$ cat config.mk
export PLATFORM = sky130hd
export DESIGN_NAME = rai_alarm_port
export DESIGN_NICKNAME = d
export VERILOG_FILES = /design/src/hw/rai_pkg.sv /design/src/hw/rai_pin_sync.sv /design/src/hw/rai_alarm_port.sv
export SDC_FILE = /design/constraint.sdc
export NUM_CORES = 1
export LEC_CHECK = 0
export BUFFER_PORTS_ARGS = -buffer_cell sky130_fd_sc_hd__buf_2
export CORE_MARGIN = 1
export CORE_UTILIZATION = 55
export DETAILED_ROUTE_END_ITERATION = 8
export PLACE_DENSITY = 0.85
export SLEW_MARGIN = 20
export SYNTH_ARGS = -nofsm -noshare
export SYNTH_HDL_FRONTEND = slang
export SYNTH_HIERARCHICAL = 1
export SYNTH_SLANG_ARGS = --single-unit
$ cat constraint.sdc
create_clock -name mclk_in -period 4.7 [get_ports mclk_in]
set_input_delay 1.41 -clock mclk_in [delete_from_list [all_inputs] [get_ports mclk_in]]
set_output_delay 1.41 -clock mclk_in [all_outputs]
set_load 0.005 [all_outputs]
$ cat src/hw/rai_pkg.sv
// Constants, field layouts and types for the alarm and serial port block.
// Assumes one system clock well above the link and crystal rates.
package rai_pkg;

  // Timekeeping reference, 32.768 kHz
  localparam int XTAL_HZ = 32768;

  localparam logic [5:0] SEC_MAX  = 6'h3B;
  localparam logic [5:0] MIN_MAX  = 6'h3B;
  localparam logic [4:0] HOUR_MAX = 5'h17;
  localparam logic [2:0] DAY_MIN  = 3'h1;
  localparam logic [2:0] DAY_MAX  = 3'h7;

  // Read addresses of the serial port
  localparam logic [6:0] ADDR_SEC    = 7'h00;
  localparam logic [6:0] ADDR_MIN    = 7'h01;
  localparam logic [6:0] ADDR_HOUR   = 7'h02;
  localparam logic [6:0] ADDR_DAY    = 7'h03;
  localparam logic [6:0] ADDR_STATUS = 7'h10;

  // Address byte: bit 7 low means read
  localparam int ADDR_WRITE_BIT = 7;
  localparam int STAT_FLAG_A    = 0;
  localparam int STAT_FLAG_B    = 1;

  // Strap level that picks the 3-wire port
  localparam logic STRAP_3WIRE = 1'b0;

  // Synchroniser lanes
  localparam int SY_XTAL   = 0;
  localparam int SY_SCLK   = 1;
  localparam int SY_CS     = 2;
  localparam int SY_SDI    = 3;
  localparam int SY_STRAP  = 4;
  localparam int SY_LO_BKP = 5;
  localparam int SY_LO_BAT = 6;
  localparam int SYNC_W    = 7;

  typedef struct packed {
    logic [2:0] day;
    logic [4:0] hour;
    logic [5:0] min;
    logic [5:0] sec;
  } rai_time_t;

  // A set mask bit makes that field a don't-care
  typedef struct packed {
    logic       m_day;
    logic [2:0] day;
    logic       m_hour;
    logic [4:0] hour;
    logic       m_min;
    logic [5:0] min;
    logic       m_sec;
    logic [5:0] sec;
  } rai_alarm_t;

  typedef enum logic [1:0] {
    SP_IDLE = 2'b00,
    SP_ADDR = 2'b01,
    SP_DATA = 2'b10
  } rai_sp_state_t;

endpackage

$ cat src/hw/rai_pin_sync.sv
// Two-flop synchronisers with edge detection, one lane per pin.
// Assumes pins are asynchronous to mclk_in and slower than it.
`timescale 1ns/1ps
`default_nettype none
module rai_pin_sync #(
  parameter int W = 1
) (
  input  wire logic         mclk_in,
  input  wire logic         reset_in,
  input  wire logic [W-1:0] pin_in,
  output logic      [W-1:0] level_out,
  output logic      [W-1:0] rise_out,
  output logic      [W-1:0] fall_out
);

  genvar i;
  generate
    for (i = 0; i < W; i++) begin : g_lane
      logic meta;
      logic stable;
      logic last;
      // Edges look only at the second and third flops
      always_ff @(posedge mclk_in or posedge reset_in) begin
        if (reset_in) begin
          meta   <= 1'b0;
          stable <= 1'b0;
          last   <= 1'b0;
        end else begin
          meta   <= pin_in[i];
          stable <= meta;
          last   <= stable;
        end
      end
      assign level_out[i] = stable;
      assign rise_out[i]  = stable & ~last;
      assign fall_out[i]  = ~stable & last;
    end
  endgenerate

endmodule
`default_nettype wire

$ cat src/hw/rai_alarm_port.sv
// Alarm interrupt pins, port strap, serial read port and supply-fail pin.
// Assumes control bits come from logic on mclk_in; all pins are async.
`timescale 1ns/1ps
`default_nettype none
module rai_alarm_port #(
  parameter int XTAL_DIV = rai_pkg::XTAL_HZ
) (
  input  wire logic               mclk_in,
  input  wire logic               reset_in,
  input  wire logic               crystal_in,
  output logic                    crystal_out,
  input  wire logic               port_style_strap_in,
  input  wire logic               chip_select_in,
  input  wire logic               serial_clk_in,
  input  wire logic               serial_in_in,
  output logic                    serial_out_out,
  output logic                    serial_out_oe_out,
  input  wire logic               irq_routing_select_in,
  input  wire logic               alarm_a_irq_en_in,
  input  wire logic               alarm_b_irq_en_in,
  input  wire rai_pkg::rai_alarm_t alarm_a_in,
  input  wire rai_pkg::rai_alarm_t alarm_b_in,
  input  wire logic               flag_a_clear_in,
  input  wire logic               flag_b_clear_in,
  output logic                    flag_a_out,
  output logic                    flag_b_out,
  output rai_pkg::rai_time_t      time_out,
  output logic                    alarm_irq_a_n_out,
  output logic                    alarm_irq_a_n_oe_out,
  output logic                    alarm_irq_b_n_out,
  output logic                    alarm_irq_b_n_oe_out,
  input  wire logic               primary_below_backup_in,
  input  wire logic               primary_below_battery_in,
  output logic                    supply_fail_n_out
);
  import rai_pkg::*;

  localparam int DIV_W = (XTAL_DIV > 1) ? $clog2(XTAL_DIV) : 1;
  localparam logic [DIV_W-1:0] DIV_LAST = DIV_W'(XTAL_DIV - 1);

  logic [SYNC_W-1:0] sy_lvl;
  logic [SYNC_W-1:0] sy_rise;
  logic [SYNC_W-1:0] sy_fall;

  rai_pin_sync #(.W(SYNC_W)) u_sync (
    .mclk_in   (mclk_in),
    .reset_in  (reset_in),
    .pin_in    ({primary_below_battery_in, primary_below_backup_in,
                 port_style_strap_in, serial_in_in, chip_select_in,
                 serial_clk_in, crystal_in}),
    .level_out (sy_lvl),
    .rise_out  (sy_rise),
    .fall_out  (sy_fall)
  );

  // Timekeeping
  logic [DIV_W-1:0] div;
  logic [DIV_W-1:0] next_div;
  rai_time_t        now;
  rai_time_t        next_now;
  logic             upd;
  logic             next_upd;

  always_comb begin
    next_div = div;
    next_now = now;
    next_upd = 1'b0;
    if (sy_rise[SY_XTAL]) begin
      if (div == DIV_LAST) begin
        next_div = '0;
        next_upd = 1'b1;
        if (now.sec == SEC_MAX) begin
          next_now.sec = '0;
          if (now.min == MIN_MAX) begin
            next_now.min = '0;
            if (now.hour == HOUR_MAX) begin
              next_now.hour = '0;
              next_now.day  = (now.day == DAY_MAX) ? DAY_MIN
                                                   : now.day + 3'h1;
            end else begin
              next_now.hour = now.hour + 5'h01;
            end
          end else begin
            next_now.min = now.min + 6'h01;
          end
        end else begin
          next_now.sec = now.sec + 6'h01;
        end
      end else begin
        next_div = div + DIV_W'(1);
      end
    end
  end

  always_ff @(posedge mclk_in or posedge reset_in) begin
    if (reset_in) begin
      div <= '0;
      now <= '{day: DAY_MIN, hour: 5'h00, min: 6'h00, sec: 6'h00};
      upd <= 1'b0;
    end else begin
      div <= next_div;
      now <= next_now;
      upd <= next_upd;
    end
  end

  // Alarm flags; compare runs the cycle after the time settles
  function automatic logic alarm_hit(input rai_alarm_t a,
                                     input rai_time_t t);
    alarm_hit = (a.m_sec  | (a.sec  == t.sec))  &
                (a.m_min  | (a.min  == t.min))  &
                (a.m_hour | (a.hour == t.hour)) &
                (a.m_day  | (a.day  == t.day));
  endfunction

  logic flag_a;
  logic flag_b;
  logic next_flag_a;
  logic next_flag_b;

  always_comb begin
    // A set in the clearing cycle wins
    next_flag_a = (flag_a & ~flag_a_clear_in) |
                  (upd & alarm_hit(alarm_a_in, now));
    next_flag_b = (flag_b & ~flag_b_clear_in) |
                  (upd & alarm_hit(alarm_b_in, now));
  end

  always_ff @(posedge mclk_in or posedge reset_in) begin
    if (reset_in) begin
      flag_a <= 1'b0;
      flag_b <= 1'b0;
    end else begin
      flag_a <= next_flag_a;
      flag_b <= next_flag_b;
    end
  end

  // Pins: interrupts, supply fail, crystal drive
  logic irq_a_on;
  logic irq_b_on;
  logic fail_n;
  logic xtal_drv;
  logic next_irq_a_on;
  logic next_irq_b_on;
  logic next_fail_n;
  logic next_xtal_drv;

  always_comb begin
    // Routing high keeps each alarm on its own pin
    next_irq_a_on = (flag_a & alarm_a_irq_en_in) |
                    (~irq_routing_select_in &
                     flag_b & alarm_b_irq_en_in);
    next_irq_b_on = irq_routing_select_in &
                    flag_b & alarm_b_irq_en_in;
    next_fail_n   = ~(sy_lvl[SY_LO_BKP] | sy_lvl[SY_LO_BAT]);
    next_xtal_drv = ~sy_lvl[SY_XTAL];
  end

  always_ff @(posedge mclk_in or posedge reset_in) begin
    if (reset_in) begin
      irq_a_on <= 1'b0;
      irq_b_on <= 1'b0;
      fail_n   <= 1'b1;
      xtal_drv <= 1'b0;
    end else begin
      irq_a_on <= next_irq_a_on;
      irq_b_on <= next_irq_b_on;
      fail_n   <= next_fail_n;
      xtal_drv <= next_xtal_drv;
    end
  end

  // Open drain: only ever drive zero
  assign alarm_irq_a_n_out    = 1'b0;
  assign alarm_irq_b_n_out    = 1'b0;
  assign alarm_irq_a_n_oe_out = irq_a_on;
  assign alarm_irq_b_n_oe_out = irq_b_on;
  assign supply_fail_n_out    = fail_n;
  assign crystal_out          = xtal_drv;
  assign flag_a_out           = flag_a;
  assign flag_b_out           = flag_b;
  assign time_out             = now;

  // Serial read port
  function automatic logic [7:0] rd_byte(input logic [6:0] a);
    case (a)
      ADDR_SEC:    rd_byte = {2'h0, now.sec};
      ADDR_MIN:    rd_byte = {2'h0, now.min};
      ADDR_HOUR:   rd_byte = {3'h0, now.hour};
      ADDR_DAY:    rd_byte = {5'h00, now.day};
      ADDR_STATUS: rd_byte = {6'h00, flag_b, flag_a};
      default:     rd_byte = 8'h00;
    endcase
  endfunction

  rai_sp_state_t st;
  rai_sp_state_t next_st;
  logic [2:0]    bits;
  logic [2:0]    next_bits;
  logic [7:0]    sh;
  logic [7:0]    next_sh;
  logic [7:0]    tx;
  logic [7:0]    next_tx;
  logic [6:0]    addr;
  logic [6:0]    next_addr;
  logic          rd;
  logic          next_rd;
  logic          lsb;
  logic          next_lsb;
  logic          so;
  logic          next_so;
  logic          oe;
  logic          next_oe;
  logic [7:0]    sh_in;

  always_comb begin
    sh_in     = lsb ? {sy_lvl[SY_SDI], sh[7:1]} : {sh[6:0], sy_lvl[SY_SDI]};
    next_st   = st;
    next_bits = bits;
    next_sh   = sh;
    next_tx   = tx;
    next_addr = addr;
    next_rd   = rd;
    next_lsb  = lsb;
    next_so   = so;
    next_oe   = oe;
    if (!sy_lvl[SY_CS]) begin
      next_st = SP_IDLE;
      next_oe = 1'b0;
      next_so = 1'b0;
    end else begin
      case (st)
        SP_IDLE: begin
          next_st   = SP_ADDR;
          next_bits = 3'h0;
          next_rd   = 1'b0;
          next_oe   = 1'b0;
          // 3-wire sends LSB first, SPI MSB first
          next_lsb  = (sy_lvl[SY_STRAP] == STRAP_3WIRE);
        end
        SP_ADDR, SP_DATA: begin
          if (sy_rise[SY_SCLK]) begin
            next_sh   = sh_in;
            next_bits = bits + 3'h1;
            if (bits == 3'h7) begin
              if (st == SP_ADDR) begin
                next_st   = SP_DATA;
                next_addr = sh_in[6:0];
                next_rd   = ~sh_in[ADDR_WRITE_BIT];
                next_tx   = rd_byte(sh_in[6:0]);
              end else begin
                // Burst reads walk the address upward
                next_addr = addr + 7'h01;
                next_tx   = rd_byte(addr + 7'h01);
              end
            end
          end
          if (sy_fall[SY_SCLK] && st == SP_DATA && rd) begin
            next_oe = 1'b1;
            next_so = lsb ? tx[0] : tx[7];
            next_tx = lsb ? {1'b0, tx[7:1]} : {tx[6:0], 1'b0};
          end
        end
        default: begin
          next_st = SP_IDLE;
          next_oe = 1'b0;
        end
      endcase
    end
  end

  always_ff @(posedge mclk_in or posedge reset_in) begin
    if (reset_in) begin
      st   <= SP_IDLE;
      bits <= 3'h0;
      sh   <= 8'h00;
      tx   <= 8'h00;
      addr <= 7'h00;
      rd   <= 1'b0;
      lsb  <= 1'b0;
      so   <= 1'b0;
      oe   <= 1'b0;
    end else begin
      st   <= next_st;
      bits <= next_bits;
      sh   <= next_sh;
      tx   <= next_tx;
      addr <= next_addr;
      rd   <= next_rd;
      lsb  <= next_lsb;
      so   <= next_so;
      oe   <= next_oe;
    end
  end

  assign serial_out_out    = so;
  assign serial_out_oe_out = oe;

endmodule
`default_nettype wire

==> impl_metrics.env, run 1 <==
export IMPL_run_status="finished clean"
export IMPL_startpoint="st[0]$_DFFE_PP0P_"
export IMPL_vias_per_cell=5.90
export IMPL_fmax_ghz=0.362
export IMPL_antenna_found_initial=0
export IMPL_start_util_pct=57.3
export IMPL_ctsLongestPathBuffers=2
export IMPL_io_pins=92
export IMPL_finalHoldViolations=0
export IMPL_endpoint_kind="flop"
export IMPL_area_growth_pct=11.3
export IMPL_post_route_util_pct=63.8
export IMPL_wl_microns=12500
export IMPL_drtPass1Iterations=6
export IMPL_rrSetupSlack_ns=1.94
export IMPL_numCtsBuffers=9
export IMPL_clk_pin_slew_worst_paths_ns=0.11
export IMPL_grt_max_degree=46
export IMPL_p_per_area_mw_per_mm2=303
export IMPL_slew_viol_final=0
export IMPL_finalCritPeriodShare_pct=58.8
export IMPL_fin_nets=688
export IMPL_power_leakage_nw=2.82
export IMPL_cts_setup_buffers=0
export IMPL_worstPathArrival_ns=3.05
export IMPL_cts_root_buf="clkbuf_8"
export IMPL_die_x_microns=101
export IMPL_min_delay_path_class="reg2reg"
export IMPL_wire_per_inst_microns=16.8
export IMPL_grt_setup_unrepaired="no"
export IMPL_clk_latency_ns=0.37
export IMPL_drc=0
export IMPL_cts_hold_fix_buffers=0
export IMPL_ant_nets=0
export IMPL_dp_final_hpwl_microns=9300
export IMPL_period_minus_slack_ns=2.76
export IMPL_grt_total_usage_pct=26.7
export IMPL_worstSetupEndpoint="tx[0]$_DFFE_PP0P_"
export IMPL_gp_congestion=0.964
export IMPL_io_buffers=89
export IMPL_required_ns=4.99
export IMPL_worstMarginPinSlew_ns=0.858
export IMPL_grt_pass1_vias=4343
export IMPL_reg2reg_depth=7
export IMPL_rows=35
export IMPL_r2r_end="tx[0]$_DFFE_PP0P_"
export IMPL_peakVddDrop_v=0.000212
export IMPL_core_area_sq_mm=0.00933
export IMPL_drv_cap=0
export IMPL_drive_gt1_share_pct=22.6
export IMPL_grt_overflow=0
export IMPL_drtIter0Drc=322
export IMPL_multiInputGateArea_sq_mm=0.00279
export IMPL_dieArea_sq_mm=0.0101
export IMPL_cts_tree="done"
export IMPL_setup_viol=0
export IMPL_cts_num_sinks=90
export IMPL_syn_avg_cell_area_sq_um=9.73
export IMPL_netlist_area_sq_mm=0.00535
export IMPL_n_antenna_cell=0
export IMPL_relSlewSlack_pct=42.8
export IMPL_htree_levels=3
export IMPL_vias=4388
export IMPL_tns_ns=0
export IMPL_cp_max_fo=21
export IMPL_syn_inst=550
export IMPL_timing_rr_start="st[0]$_DFFE_PP0P_"
export IMPL_start_kind="flop"
export IMPL_grt_pass1_wl_microns=20800
export IMPL_final_seq_area_sq_mm=0.00225
export IMPL_crit_type="reg2reg"
export IMPL_ys_warn_count=6
export IMPL_fillers=758
export IMPL_postCtsResizedCells=0
export IMPL_die_y_microns=101
export IMPL_fin_skew_ns=0.0125
-- power breakdown --
group / total, W / switching, W / internal [W]
clock: 0.000535 / 0.000322 / 0.000212
sequential: 0.000935 / 0.0000915 / 0.000844
combinational: 0.000338 / 0.000188 / 0.000149
total: 0.00181 / 0.000602 / 0.00121
-- per-layer routing --
layer	routed length [microns]	vias to the layer above	GRT usage, %
li1	-	2070	-
met3	803	26	4.58
met4	296	0	10.3
met2	6190	174	44.8
met5	0	-	0
met1	5250	2118	34.7
-- flip-flops by register name, summed over array words and instances (netlist names), 3 cells and up --
register              cells
div                      15
sh                        8
u_sync/g_lane.meta        7
time_out                 20
bits                      3
tx                        8
u_sync/g_lane.stable      7
addr                      7
-- per-stage QoR --
stage	hold WS (ns)	total power, W	cells	setup slack (ns)	area, sq um
final	0.356	0.00181	744	1.94	5960
after floorplan	0.331	0.00119	551	1.41	5350
after global placement	0.333	0.00127	728	2.17	5750
after CTS	0.360	0.00182	744	1.99	5950
after global routing	0.365	0.00190	744	1.67	5960
after detailed placement	0.336	0.00128	728	2.03	5750
-- critical path: stages, from the launching register on --
cell      delay (ns)
dfrtp_1         0.40
inv_1           0.08
ha_1            0.42
and3_1          0.52
nand2_1         0.52
nor2_1          0.47
o211ai_1        0.15
o211ai_1        0.12
-- worst min-delay path by stage --
stage                                    start                                end  slack, ns  depth (start not counted)
2_1_floorplan  u_sync/g_lane[0].meta$_DFF_PP0_  u_sync/g_lane[0].stable$_DFF_PP0_       0.33                          0
3_3_place_gp   u_sync/g_lane[5].meta$_DFF_PP0_  u_sync/g_lane[5].stable$_DFF_PP0_       0.33                          0
3_5_place_dp   u_sync/g_lane[4].meta$_DFF_PP0_  u_sync/g_lane[4].stable$_DFF_PP0_       0.34                          0
4_1_cts        u_sync/g_lane[4].meta$_DFF_PP0_  u_sync/g_lane[4].stable$_DFF_PP0_       0.36                          0
5_1_grt        u_sync/g_lane[3].meta$_DFF_PP0_  u_sync/g_lane[3].stable$_DFF_PP0_       0.36                          0
6_report       u_sync/g_lane[4].meta$_DFF_PP0_  u_sync/g_lane[4].stable$_DFF_PP0_       0.36                          0
-- final cells by class --
type | instances | area share (%)
Timing Repair Buffer | 92 | 7.86
Tap cell | 129 | 2.71
Multi-Input combinational cell | 399 | 46.9
Sequential cell | 90 | 37.9
Inverter | 18 | 1.24
Clock inverter | 7 | 1.37
Clock buffer | 9 | 2.08
-- cells in the final DEF (no fill, tap or decap), types with 14 or more instances in the layout --
master   instances
mux2i_1         22
xor2_1          29
inv_1           16
ha_1            16
dfrtp_1         88
nand2_1         45
nor3_1          15
a31oi_1         14
a21oi_1         22
buf_2           89
nor2_1          37
o21ai_0         35
nand3_1         14
xnor2_1         28
No activity file was read; power rests on OpenSTA's default activity.
==> run 2, diff against run 1 <==
--- a/config.mk
+++ b/config.mk
@@ -5,6 +5,7 @@
 export SDC_FILE = /design/constraint.sdc
 export NUM_CORES = 1
 export LEC_CHECK = 0
+export ABC_AREA = 1
 export BUFFER_PORTS_ARGS = -buffer_cell sky130_fd_sc_hd__buf_2
 export CORE_MARGIN = 1
 export CORE_UTILIZATION = 55
==> constraint.sdc (replaced) <==
create_clock -name mclk_in -period 2.58 [get_ports mclk_in]
set_input_delay 0.774 -clock mclk_in [delete_from_list [all_inputs] [get_ports mclk_in]]
set_output_delay 0.774 -clock mclk_in [all_outputs]
set_load 0.005 [all_outputs]
==> impl_metrics.env, run 2 <==
export IMPL_antenna_found_initial=0
export IMPL_p_per_area_mw_per_mm2=556
export IMPL_grt_overflow=0
export IMPL_syn_inst=658
export IMPL_crit_family="simple AND/OR/NAND/NOR gates"
export IMPL_cts_setup_buffers=0
export IMPL_final_cell_area_sq_mm=0.00615
export IMPL_startpoint="div[0]$_DFFE_PP0P_"
export IMPL_rrSetupSlack_ns=0.30
export IMPL_grt_pass1_wl_microns=22000
export IMPL_cts_tree="done"
export IMPL_io_buffers=89
export IMPL_start_kind="flop"
export IMPL_die_y_microns=101
export IMPL_final_common_cell="nand2_1"
export IMPL_crit_type="reg2reg"
export IMPL_switching_share_pct=34.7
export IMPL_ant_nets=0
export IMPL_worstMarginPinSlew_ns=0.664
export IMPL_cts_num_sinks=90
export IMPL_drtPass1Iterations=5
export IMPL_setup_viol=0
export IMPL_worstSetupEndpoint="time_out[19]$_DFFE_PP0P_"
export IMPL_whs_ns=0.356
export IMPL_fin_skew_ns=0.00934
export IMPL_wl_microns=13300
export IMPL_cts_hold_fix_buffers=0
export IMPL_drive_gt1_share_pct=20.7
export IMPL_power_switching_w=0.00118
export IMPL_dieArea_sq_mm=0.0101
export IMPL_rows=35
export IMPL_netlist_area_sq_mm=0.00536
export IMPL_grt_pass1_vias=4718
export IMPL_cp_max_fo=4
export IMPL_tns_ns=0
export IMPL_gp_congestion=0.943
export IMPL_endpoint_kind="flop"
export IMPL_finalHoldViolations=0
export IMPL_start_util_pct=57.4
export IMPL_period_minus_slack_ns=2.28
export IMPL_htree_levels=3
export IMPL_run_status="finished clean"
export IMPL_core_area_sq_mm=0.00933
export IMPL_largest_reg_flops=20
export IMPL_drv_cap=0
export IMPL_drtIter0Drc=404
export IMPL_io_pins=92
export IMPL_grt_total_usage_pct=27.7
export IMPL_slew_viol_final=0
export IMPL_r2r_end="time_out[19]$_DFFE_PP0P_"
export IMPL_crit_buf_inv=1
export IMPL_clkPwrFrac_pct=30.9
export IMPL_p_int_w=0.00223
export IMPL_max_stage_delay_ns=0.51
export IMPL_cts_root_buf="clkbuf_8"
export IMPL_fmax_ghz=0.438
export IMPL_wire_per_inst_microns=15.1
export IMPL_cp_cell_sequence="ha_1 > inv_1 > nor3_1 > nand2_1 > nor4_2 > nand4_1 > mux2_2"
export IMPL_power_leakage_nw=3.13
export IMPL_comb_power_share_pct=22.3
export IMPL_reg2reg_depth=7
export IMPL_fin_nets=825
export IMPL_grt_setup_unrepaired="no"
export IMPL_peakVddDrop_v=0.000467
export IMPL_relSlewSlack_pct=55.4
export IMPL_postCtsResizedCells=0
export IMPL_required_ns=2.84
export IMPL_vias=5004
export IMPL_most_common_layout_cells="131 x nand2_1, 89 x buf_2, 88 x dfrtp_1"
export IMPL_cp_depth=7
export IMPL_clk_latency_ns=0.37
export IMPL_die_x_microns=101
export IMPL_area_growth_pct=14.8
export IMPL_drc=0
export IMPL_dp_final_hpwl_microns=10200
export IMPL_min_delay_path_class="reg2reg"
export IMPL_vias_per_cell=5.68
export IMPL_worstPathArrival_ns=2.54
export IMPL_syn_avg_cell_area_sq_um=8.14
export IMPL_ys_warn_count=6
export IMPL_slowest_stage="nor4_2"
export IMPL_numCtsBuffers=9
export IMPL_placed_area_sq_mm=0.00592
export IMPL_n_antenna_cell=0
export IMPL_grt_max_degree=75
export IMPL_seq_power_share_pct=46.7
export IMPL_ctsLongestPathBuffers=2
export IMPL_finalCritPeriodShare_pct=88.5
export IMPL_timing_rr_start="div[0]$_DFFE_PP0P_"
export IMPL_clk_pin_slew_worst_paths_ns=0.10
## run 2: cell types whose count changed in the layout (fill, tap and decap cells not counted), sizes merged, moves of 7 or more
cell and change:
mux2i -22, mux2 -7, and3 -11, nand4b -7, o22ai +8, inv +68, nor2 +17, o21ai +9
nand2 +93, nand3 +29, xor2 -18, buf +8, a31oi -7
## run 2: cell type report
type | count | area [sq um]
tap | 129 | 161
clock buffer | 9 | 124
sequential | 90 | 2250
inverter | 87 | 334
fill | 790 | 3180
clock inverter | 7 | 96.3
timing repair buffer | 100 | 541
multi-input combinational | 459 | 2640
## run 2: metal layers
metal | wire (microns) | GRT usage [%] | part of all wire [%] | up-vias
met5 | 0 | 0 | 0 | -
met4 | 323 | 10.9 | 2.4 | 0
met3 | 1100 | 5.34 | 8.3 | 34
met2 | 6430 | 45.9 | 48 | 225
li1 | - | - | - | 2364
met1 | 5450 | 35.9 | 41 | 2381
## run 2: how the worst min path moves through the flow
stage / start / depth (start not counted) / slack, ns / to
6_report: u_sync/g_lane[5].meta$_DFF_PP0_ / 0 / 0.36 / u_sync/g_lane[5].stable$_DFF_PP0_
5_1_grt: u_sync/g_lane[5].meta$_DFF_PP0_ / 0 / 0.37 / u_sync/g_lane[5].stable$_DFF_PP0_
4_1_cts: u_sync/g_lane[5].meta$_DFF_PP0_ / 0 / 0.36 / u_sync/g_lane[5].stable$_DFF_PP0_
3_5_place_dp: u_sync/g_lane[5].meta$_DFF_PP0_ / 0 / 0.33 / u_sync/g_lane[5].stable$_DFF_PP0_
3_3_place_gp: u_sync/g_lane[1].meta$_DFF_PP0_ / 0 / 0.33 / u_sync/g_lane[1].stable$_DFF_PP0_
2_1_floorplan: u_sync/g_lane[0].meta$_DFF_PP0_ / 0 / 0.33 / u_sync/g_lane[0].stable$_DFF_PP0_
## run 2: through the flow
stage / total power, W / utilization, % / worst slack, ns / cells
4_1_cts: 0.00341 / 65.8 / 0.202 / 881
3_3_place_gp: 0.00233 / 63.5 / 0.390 / 865
3_5_place_dp: 0.00237 / 63.5 / 0.237 / 865
6_report: 0.00342 / 65.9 / 0.296 / 881
5_1_grt: 0.00357 / 65.9 / 0.0415 / 881
2_1_floorplan: 0.00217 / - / 0.726 / 659
## run 2: power by group through the flow
| stage | clock network [W] | registers (W) | logic [W] |
|---|---|---|---|
| after floorplan | 0 | 0.00161 | 0.000566 |
| after global placement | 0 | 0.00162 | 0.000711 |
| after detailed placement | 0 | 0.00162 | 0.000746 |
| after CTS | 0.00106 | 0.00160 | 0.000751 |
| after global routing | 0.00112 | 0.00161 | 0.000837 |
| final | 0.00106 | 0.00160 | 0.000764 |
